<file path="src/dag_defs.svh">
// Constants for the data address generator
`ifndef DAG_DEFS_SVH
`define DAG_DEFS_SVH
`define DAG_EXT_BASE 16'hc000
`define DAG_Y_BIT 2
`define DAG_ONE 16'h0001
`define DAG_ONE18 18'h00001
`define DAG_ZERO18 18'h00000
`define DAG_WAIT_X_LSB 0
`define DAG_WAIT_X_MSB 1
`define DAG_WAIT_Y_LSB 2
`define DAG_WAIT_Y_MSB 3
`define DAG_WAIT_C0 3'h0
`define DAG_WAIT_C1 3'h1
`define DAG_WAIT_C3 3'h3
`define DAG_WAIT_C7 3'h7
`define DAG_WAIT_ZERO 3'h0
`define DAG_WAIT_STEP 3'h1
`define DAG_RST_WORD 16'h0000
`endif

</file>
<file path="src/dag_pkg.sv">
// Types and shared functions of the data address generator
package dag_pkg;
  `include "dag_defs.svh"

  typedef enum logic [2:0] {
    MODE_HOLD, MODE_INC, MODE_DEC, MODE_INDEX, MODE_MODULO, MODE_BITREV, MODE_IMM
  } mode_t;

  typedef enum logic [2:0] {
    TGT_POINTER, TGT_INDEX, TGT_XMOD, TGT_YMOD, TGT_WAIT
  } cfg_target_t;

  typedef enum logic {ST_IDLE, ST_ACCESS} dag_state_t;

  typedef struct packed {
    dag_state_t st;
    logic [7:0][15:0] ptr;
    logic [7:0][15:0] idx;
    logic [15:0] modX;
    logic [15:0] modY;
    logic [15:0] waitCfg;
    logic [15:0] addr;
    logic strobe;
    logic ySel;
    logic ext;
    logic [2:0] cur;
    mode_t mode;
    logic [15:0] imm;
    logic [15:0] rdData;
  } dag_regs_t;

  typedef struct packed {
    logic [1:0] sync;
    logic [2:0] cnt;
    logic ext;
  } wait_regs_t;

  function automatic logic [15:0] bitReverse(input logic [15:0] v);
    logic [15:0] r;
    r = '0;
    for (int i = 0; i < 16; i++)
    begin
      r[i] = v[15 - i];
    end
    return r;
  endfunction : bitReverse

  // All ones from the top set bit down: mask + 1 is the least power of two >= limit + 1
  function automatic logic [15:0] modMask(input logic [15:0] lim);
    logic [15:0] r;
    r = lim;
    r = r | (r >> 1);
    r = r | (r >> 2);
    r = r | (r >> 4);
    r = r | (r >> 8);
    return r;
  endfunction : modMask

  function automatic logic [2:0] waitCycles(input logic [1:0] code);
    logic [2:0] r;
    r = `DAG_WAIT_C0;
    unique case (code)
      2'h0: r = `DAG_WAIT_C0;
      2'h1: r = `DAG_WAIT_C1;
      2'h2: r = `DAG_WAIT_C3;
      2'h3: r = `DAG_WAIT_C7;
    endcase
    return r;
  endfunction : waitCycles
endpackage : dag_pkg

</file>
<file path="src/wait_ctl.sv">
// Wait cycle counter and wait request pin synchroniser
`timescale 1ns/1ps
`default_nettype none
`include "dag_defs.svh"
module wait_ctl (
  // Clock and control
  input wire logic clk,
  input wire logic rst,
  input wire logic ce,
  // Access start
  input wire logic start,
  input wire logic ext,
  input wire logic [2:0] cycles,
  // Pin
  input wire logic waitPin,
  // Status
  output logic finished,
  output logic [2:0] left
);
  import dag_pkg::*;

  wait_regs_t s_r;
  wait_regs_t s_nxt;

  always_comb
  begin
    s_nxt = s_r;
    s_nxt.sync = {s_r.sync[0], waitPin};
    if (start)
    begin
      s_nxt.cnt = cycles;
      s_nxt.ext = ext;
    end
    else if (s_r.cnt != `DAG_WAIT_ZERO)
    begin
      s_nxt.cnt = s_r.cnt - `DAG_WAIT_STEP;
    end
  end

  // Internal accesses ignore the pin
  assign finished = (s_r.cnt == `DAG_WAIT_ZERO) && !(s_r.ext && s_r.sync[1]);
  assign left = s_r.cnt;

  always_ff @(posedge clk)
  begin
    if (rst)
    begin
      s_r <= '0;
    end
    else if (ce)
    begin
      s_r <= s_nxt;
    end
  end

  property p_load;
    @(posedge clk) disable iff (rst) (start && ce) |=> (left == $past(cycles));
  endproperty
  a_load: assert property (p_load) else $error("wait count not loaded");

  property p_pinHolds;
    @(posedge clk) disable iff (rst) (s_r.ext && s_r.sync[1]) |-> !finished;
  endproperty
  a_pinHolds: assert property (p_pinHolds) else $error("finished with wait pin held");
endmodule : wait_ctl
`default_nettype wire

</file>
<file path="src/data_address_generator.sv">
// Data address generator with post-access pointer update and external waits
// Notes on behaviour
// - Pointer updates after its access; next instruction sees the new value.
// - Pointers are modified only by an accepted memory access or a direct load from the core.
// - Hold, post-increment by one, or post-decrement by one.
// - Index mode adds the index register of the same number.
// - X modulo: low part plus index, modulo X limit plus one, high kept.
// - Y pointers use the Y modulo limit plus one instead.
// - Bit-reverse mode addresses with reversed pointer, then adds the index.
// - Any pointer can add the instruction's immediate value.
// - Pointers 0 to 3 address X memory with all seven modes.
// - Pointers 4 to 7 address Y memory with the same modes.
// - External wait setting lives in a 16-bit wait register.
// - Accesses from c000 to ffff get 0, 1, 3 or 7 waits.
// - Wait request pin held by memory extends the external access.
`timescale 1ns/1ps
`default_nettype none
`include "dag_defs.svh"
module data_address_generator (
  // Clock and control
  input wire logic clk,
  input wire logic rst,
  input wire logic ce,
  // Access request from the core
  input wire logic accValid,
  output logic accReady,
  input wire logic [2:0] accPtr,
  input wire dag_pkg::mode_t accMode,
  input wire logic [15:0] accImm,
  output logic accDone,
  // Data memory side
  output logic [15:0] memAddr,
  output logic memStrobe,
  output logic memYSel,
  output logic memExt,
  input wire logic waitReqPin,
  // Core register writes
  input wire logic cfgWrEn,
  input wire dag_pkg::cfg_target_t cfgWrTarget,
  input wire logic [2:0] cfgWrIdx,
  input wire logic [15:0] cfgWrData,
  // Pointer readback
  input wire logic [2:0] rdIdx,
  output logic [15:0] rdPtr
);
  import dag_pkg::*;

  dag_regs_t s_r;
  dag_regs_t s_nxt;
  logic [15:0] effAddr;
  logic extNow;
  logic [1:0] waitCode;
  logic waitStart;
  logic waitFinished;
  logic [2:0] waitLeft;

  function automatic logic [15:0] nextPtr(input logic [15:0] ptr, input logic [15:0] idx,
                                          input logic [15:0] lim, input mode_t mode,
                                          input logic [15:0] imm);
    logic [15:0] r;
    logic [15:0] m;
    logic signed [17:0] sum;
    logic signed [17:0] modulus;
    r = ptr;
    m = modMask(lim);
    modulus = $signed({2'b00, lim}) + $signed(`DAG_ONE18);
    sum = $signed({2'b00, ptr & m}) + $signed({{2{idx[15]}}, idx});
    unique case (mode)
      MODE_HOLD: r = ptr;
      MODE_INC: r = ptr + `DAG_ONE;
      MODE_DEC: r = ptr - `DAG_ONE;
      MODE_INDEX: r = ptr + idx;
      MODE_BITREV: r = ptr + idx;
      MODE_IMM: r = ptr + imm;
      MODE_MODULO:
      begin
        // Single correction step: index magnitude must not exceed the modulus
        if (sum >= modulus)
        begin
          sum = sum - modulus;
        end
        else if (sum < $signed(`DAG_ZERO18))
        begin
          sum = sum + modulus;
        end
        r = (ptr & ~m) | (sum[15:0] & m);
      end
      // Unused mode code leaves the pointer alone
      default: r = ptr;
    endcase
    return r;
  endfunction : nextPtr

  assign accReady = (s_r.st == ST_IDLE);
  assign waitStart = ce && accValid && accReady;
  assign effAddr = (accMode == MODE_BITREV) ? bitReverse(s_r.ptr[accPtr]) : s_r.ptr[accPtr];
  assign extNow = (effAddr >= `DAG_EXT_BASE);
  assign waitCode = accPtr[`DAG_Y_BIT] ? s_r.waitCfg[`DAG_WAIT_Y_MSB:`DAG_WAIT_Y_LSB]
                                       : s_r.waitCfg[`DAG_WAIT_X_MSB:`DAG_WAIT_X_LSB];
  assign accDone = ce && (s_r.st == ST_ACCESS) && waitFinished;

  wait_ctl u_wait (
    .clk(clk),
    .rst(rst),
    .ce(ce),
    .start(waitStart),
    .ext(extNow),
    .cycles(extNow ? waitCycles(waitCode) : `DAG_WAIT_ZERO),
    .waitPin(waitReqPin),
    .finished(waitFinished),
    .left(waitLeft)
  );

  always_comb
  begin
    s_nxt = s_r;
    s_nxt.rdData = s_r.ptr[rdIdx];
    unique case (s_r.st)
      ST_IDLE:
      begin
        if (accValid)
        begin
          s_nxt.addr = effAddr;
          s_nxt.strobe = 1'b1;
          s_nxt.ySel = accPtr[`DAG_Y_BIT];
          s_nxt.ext = extNow;
          s_nxt.cur = accPtr;
          s_nxt.mode = accMode;
          s_nxt.imm = accImm;
          s_nxt.st = ST_ACCESS;
        end
      end
      ST_ACCESS:
      begin
        // Update only when the access ends, so the address used is the old one
        if (waitFinished)
        begin
          s_nxt.ptr[s_r.cur] = nextPtr(s_r.ptr[s_r.cur], s_r.idx[s_r.cur],
                                       s_r.ySel ? s_r.modY : s_r.modX,
                                       s_r.mode, s_r.imm);
          s_nxt.strobe = 1'b0;
          s_nxt.st = ST_IDLE;
        end
      end
    endcase
    // A direct load from the core overrides a same-cycle pointer update
    if (cfgWrEn)
    begin
      unique case (cfgWrTarget)
        TGT_POINTER: s_nxt.ptr[cfgWrIdx] = cfgWrData;
        TGT_INDEX: s_nxt.idx[cfgWrIdx] = cfgWrData;
        TGT_XMOD: s_nxt.modX = cfgWrData;
        TGT_YMOD: s_nxt.modY = cfgWrData;
        TGT_WAIT: s_nxt.waitCfg = cfgWrData;
        default: s_nxt.modX = s_r.modX;
      endcase
    end
  end

  always_ff @(posedge clk)
  begin
    if (rst)
    begin
      s_r <= '0;
    end
    else if (ce)
    begin
      s_r <= s_nxt;
    end
  end

  assign memAddr = s_r.addr;
  assign memStrobe = s_r.strobe;
  assign memYSel = s_r.ySel;
  assign memExt = s_r.ext;
  assign rdPtr = s_r.rdData;

  property p_noModWithoutAccess;
    @(posedge clk) disable iff (rst) (ce && !accDone && !cfgWrEn) |=> (s_r.ptr == $past(s_r.ptr));
  endproperty
  a_noModWithoutAccess: assert property (p_noModWithoutAccess) else $error("pointer moved");

  property p_inc;
    @(posedge clk) disable iff (rst) (accDone && s_r.mode == MODE_INC && !cfgWrEn)
      |=> (s_r.ptr[$past(s_r.cur)] == $past(s_r.ptr[s_r.cur]) + `DAG_ONE);
  endproperty
  a_inc: assert property (p_inc) else $error("increment wrong");

  property p_dec;
    @(posedge clk) disable iff (rst) (accDone && s_r.mode == MODE_DEC && !cfgWrEn)
      |=> (s_r.ptr[$past(s_r.cur)] == $past(s_r.ptr[s_r.cur]) - `DAG_ONE);
  endproperty
  a_dec: assert property (p_dec) else $error("decrement wrong");

  property p_index;
    @(posedge clk) disable iff (rst) (accDone && s_r.mode == MODE_INDEX && !cfgWrEn)
      |=> (s_r.ptr[$past(s_r.cur)] == $past(s_r.ptr[s_r.cur]) + $past(s_r.idx[s_r.cur]));
  endproperty
  a_index: assert property (p_index) else $error("index add wrong");

  property p_modHigh;
    @(posedge clk) disable iff (rst) (accDone && s_r.mode == MODE_MODULO && !cfgWrEn)
      |=> ((s_r.ptr[$past(s_r.cur)] & ~modMask($past(s_r.ySel ? s_r.modY : s_r.modX)))
           == ($past(s_r.ptr[s_r.cur]) & ~modMask($past(s_r.ySel ? s_r.modY : s_r.modX))));
  endproperty
  a_modHigh: assert property (p_modHigh) else $error("modulo high part changed");

  property p_bitrev;
    @(posedge clk) disable iff (rst) ($rose(s_r.strobe) && s_r.mode == MODE_BITREV && !$past(cfgWrEn))
      |-> (memAddr == bitReverse(s_r.ptr[s_r.cur]));
  endproperty
  a_bitrev: assert property (p_bitrev) else $error("bit-reverse address wrong");

  property p_imm;
    @(posedge clk) disable iff (rst) (accDone && s_r.mode == MODE_IMM && !cfgWrEn)
      |=> (s_r.ptr[$past(s_r.cur)] == $past(s_r.ptr[s_r.cur]) + $past(s_r.imm));
  endproperty
  a_imm: assert property (p_imm) else $error("immediate add wrong");

  property p_side;
    @(posedge clk) disable iff (rst) memStrobe |-> (memYSel == s_r.cur[`DAG_Y_BIT]);
  endproperty
  a_side: assert property (p_side) else $error("wrong memory space");

  property p_extWait;
    @(posedge clk) disable iff (rst) (memStrobe && waitLeft != `DAG_WAIT_ZERO) |-> !accDone;
  endproperty
  a_extWait: assert property (p_extWait) else $error("ended before waits");

  property p_intFast;
    @(posedge clk) disable iff (rst) (waitStart && !extNow) |=> (ce |-> accDone);
  endproperty
  a_intFast: assert property (p_intFast) else $error("internal access stalled");

  c_extSeven: cover property (@(posedge clk) $rose(memStrobe) && memExt && waitLeft == `DAG_WAIT_C7);
  c_modulo: cover property (@(posedge clk) accDone && s_r.mode == MODE_MODULO);
  c_bitrev: cover property (@(posedge clk) accDone && s_r.mode == MODE_BITREV && memYSel);
endmodule : data_address_generator
`default_nettype wire

</file>
<file path="config.mk">
export PLATFORM = sky130hd
export DESIGN_NAME = data_address_generator
export DESIGN_NICKNAME = d
export VERILOG_FILES = /design/src/dag_pkg.sv /design/src/wait_ctl.sv /design/src/data_address_generator.sv
export VERILOG_INCLUDE_DIRS = /design/src /design/src/src
export SDC_FILE = /design/constraint.sdc
export NUM_CORES = 1
export LEC_CHECK = 0
export BUFFER_PORTS_ARGS = -buffer_cell sky130_fd_sc_hd__buf_2
export CORE_MARGIN = 2
export CORE_UTILIZATION = 59
export DETAILED_ROUTE_END_ITERATION = 8
export PLACE_DENSITY_LB_ADDON = 0.08
export SLEW_MARGIN = 15
export SYNTH_ARGS = -nofsm -noshare
export SYNTH_HDL_FRONTEND = slang
export SYNTH_SLANG_ARGS = --single-unit
</file>
<file path="constraint.sdc">
create_clock -name clk -period 8.7 [get_ports clk]
set_clock_uncertainty 0.15 [all_clocks]
set_input_delay 0.435 -clock clk [delete_from_list [all_inputs] [get_ports clk]]
set_output_delay 0.435 -clock clk [all_outputs]
set_load 0.02 [all_outputs]
</file>
==> results by group <==
Logic synthesis
  • Synthesized instance count: 2845
  • Most area-consuming cells after synthesis: dfxtp_1 31%, mux2i_1 7.8%, a21oi_1 7.4%, mux4_2 6.4%, nand2_1 4.7%
  • Ys async rst share: 0%
  • Post-Syn Area: 23100 µm²
  • Yosys warns: 0
  • Cell accounting for the most synthesized area: dfxtp_1
  • Number of synthesized register bits: 355
  • Post-synth top cells: 355 x dfxtp_1, 340 x a21oi_1, 288 x nand2_1, 226 x nor2_1, 205 x o21ai_0
  • Top FF cell, synth: dfxtp_1
  • Count leader, synth: dfxtp_1
  • Post-synthesis net count: 2970
  • EDFF count, synth: 0
  • Mean post-synth cell area: 8.11 µm²
  • Yosys top cell area share: 30.8%
  • Netlist cell types: 94
  • Post-synthesis sequential area ratio: 30.8%

Placed design
  • Dpl cell area: 23400 µm²
  • DP HPWL: 60.0 mm
  • Number of port buffers: 89
  • RePlAce Congestion: 1.01

CTS
  • Clk root buf: clkbuf_16
  • Sink Count: 355
  • Clock-pin slew on the worst setup and hold paths: 0.06 ns
  • Clock buffer depth: 3
  • CTS buffer count: 40
  • CTS tree: yes
  • H-tree lvl count: 2
  • Worst-Skew Late Latency: 0.59 ns

Timing
  • Period utilization: 89.8%
  • Fin Setup TNS: 0 ns
  • Worst Max-Slew Pin Slew: 1.25 ns
  • Max-slew headroom: 16.6%
  • Min cycle time layout: 7.81 ns
  • Final setup vio count: 0
  • RSZ-0062 raised after global routing: no
  • FMAX: 128 MHz
  • Final hold vios: 0
  • Slew Limit Fails: 0

Finish
  • Register area: 7110 µm²
  • # nets final: 2905
  • Area of the multi-input gates: 14600 µm²
  • N_diodes: 0
  • Share of cells above drive strength 1: 12.4%
  • Cell area after layout: 25000 µm²
  • Fillers: 3343
  • Final Core Density: 64.7%
  • Area growth syn-to-layout: 8.42%

Worst setup path
  • Crit Path Class: reg2reg
  • Crit path capture type: flop
  • R2R Path Start: memYSel
  • CP arrival: 8.05 ns
  • Max FO, Critical Path: 31
  • Crit start category: flop
  • Critical path launch point: memYSel
  • CP Data Required Time: 8.94 ns

Floorplan
  • Die W: 202 µm
  • Die Y-Extent: 202 µm
  • Die ar.: 40700 µm²
  • Core outline area: 38600 µm²
  • Rows: 72
  • Initial Util: 59.7%
  • Io pins: 90

Min path
  • Worst min-delay path startpoint: accValid
  • Path category of the worst min-delay check: in2reg

Drt
  • Post-Route WL: 88.4 mm
  • Post-route ant nets: 0
  • Routed len/inst: 26.6 µm
  • Initial DRC count: 3210
  • DR pass1 iterations: 6
  • DRC Markers: 0
  • Vias/cell: 6.97
  • Via Count: 23200

Pwr
  • VDD IR-drop max: 0.180 mV
  • Net Sw Frac: 28.3%
  • Logic pwr share: 14.3%
  • Internal: 2.90 mW
  • Clock power frac: 44.3%
  • Total net switching power: 1.15 mW
  • Static leakage: 10.0 nW
  • Sequential Power Share: 41.4%
  • Power per cell area: 162 nW/µm²

GRT
  • Tot GR Track Use: 42.4%
  • Largest net degree at the start of global routing: 155
  • Gr ovfl total: 0
  • First-pass GRT wire length: 132 mm
  • Vias in the first global route: 21700
  • Initial antenna violation count: 0

Run status
  • Outcome: completed

Flow run
  • Max-cap violations: 0
worst max-delay path, stage by stage, from the launching register on:
cell     delay (ns)
dfxtp_2        0.78
mux2i_1        0.77
nand3_1        0.28
nor4_4         0.44
a21oi_1        0.13
ha_1           0.25
inv_1          0.10
fa_1           0.21
nor2b_1        0.08
o31ai_1        0.46
a21oi_1        0.18
or4_1          0.48
and3_1         0.23
ha_1           0.43
nor4_2         0.29
nand2_1        0.14
nor3_1         0.26
o21ai_1        0.19
nand2_1        0.44
mux2_2         0.39
a21oi_1        0.76
a21oi_1        0.15
worst paths after layout:
kind	depth (start not counted)	endpoint	slack [ns]
max	21	s_r[262]	0.89
min	3	s_r[361]	0.08
max reg2reg	21	s_r[262]	0.89
min reg2reg	2	memAddr[7]	0.30
area by class of cell:
cell class                 instances  share of cell area (%)
inverter                          73                    1.10
clock inverter                    15                    1.04
sequential                       355                    28.4
clock buffer                      53                    4.48
timing repair buffer             157                    4.07
multi-input combinational       2153                    58.3
tap                              518                    2.59
kinds of logic (layout without fill, tap and decap cells):
group / after synthesis / count (layout) / share of synthesized area, %
xor+xnor: 52 / 52 / 1.97
buf+inv: 337 / 298 / 6.27
compound gates: 944 / 944 / 25.3
flops: 355 / 355 / 30.8
fa+ha+maj: 72 / 72 / 4.04
mux: 261 / 261 / 15.0
simple gates: 824 / 824 / 16.6
layout by cell type, fill, tap and decap left out, types with 10 or more instances in the layout:
cell           synthesis  final
o211ai_1              18     18
nand2b_1              19     19
a21oi_1              340    340
o31ai_1               13     13
mux2i_1              180    180
buf_4                 36     49
a221oi_1              22     22
mux2_2                14     14
nor2b_1               45     45
nand2_1              288    288
a22o_1                13     13
nor3_1                45     40
dlygate4sd3_1          0     20
clkbuf_16              0     40
a21o_1                16     16
o21ai_1               13     13
a22oi_1               67     67
a32oi_1               11     11
nand3_1               68     67
a211oi_1              43     43
inv_1                 72     72
xnor2_1               30     30
or2_2                 21     21
and3_1                25     25
o21ai_0              205    205
o22ai_1               18     18
nor2_1               226    221
and2_1                14     14
dfxtp_1              355    353
a31oi_1               53     53
o21a_1                14     14
buf_2                 22     87
xor2_1                22     22
o21bai_1              10     10
or3_1                 18     18
ha_1                  68     68
mux4_2                66     66
layer usage:
| layer | GRT usage, % | up-vias | part of all wire (%) |
|---|---|---|---|
| li1 | - | 10200 | - |
| met2 | 63.8 | 1567 | 43 |
| met5 | 0 | - | 0 |
| met1 | 56.4 | 11100 | 39 |
| met3 | 12.0 | 292 | 13 |
| met4 | 19.3 | 0 | 5.0 |
metrics by stage:
step           total power [mW]  worst slack [ns]  instances  hold slack [ns]
5_1_grt                    4.15             0.469       3324           0.0918
4_1_cts                    4.02              1.03       3324           0.0665
3_3_place_gp               2.25              1.22       3236            0.289
2_1_floorplan              2.08              2.27       2845            0.282
3_5_place_dp               2.25              1.10       3236            0.292
6_report                   4.04             0.890       3324           0.0836
power groups by stage:
stage / Combinational (mW) / Clock (mW) / Sequential, mW
floorplan: 0.387 / 0 / 1.70
global placement: 0.540 / 0 / 1.71
global route: 0.610 / 1.86 / 1.67
finish: 0.579 / 1.79 / 1.67
detailed placement: 0.547 / 0 / 1.71
CTS: 0.557 / 1.79 / 1.67
what timing repair did:
item / 4_1_cts / 5_1_grt
hold buffers: 20 / 0
hold endpoints to repair: 20 / 0
gates resized for setup: 0 / 0
setup buffers: 0 / 0
No activity file was read; power rests on OpenSTA's default activity.
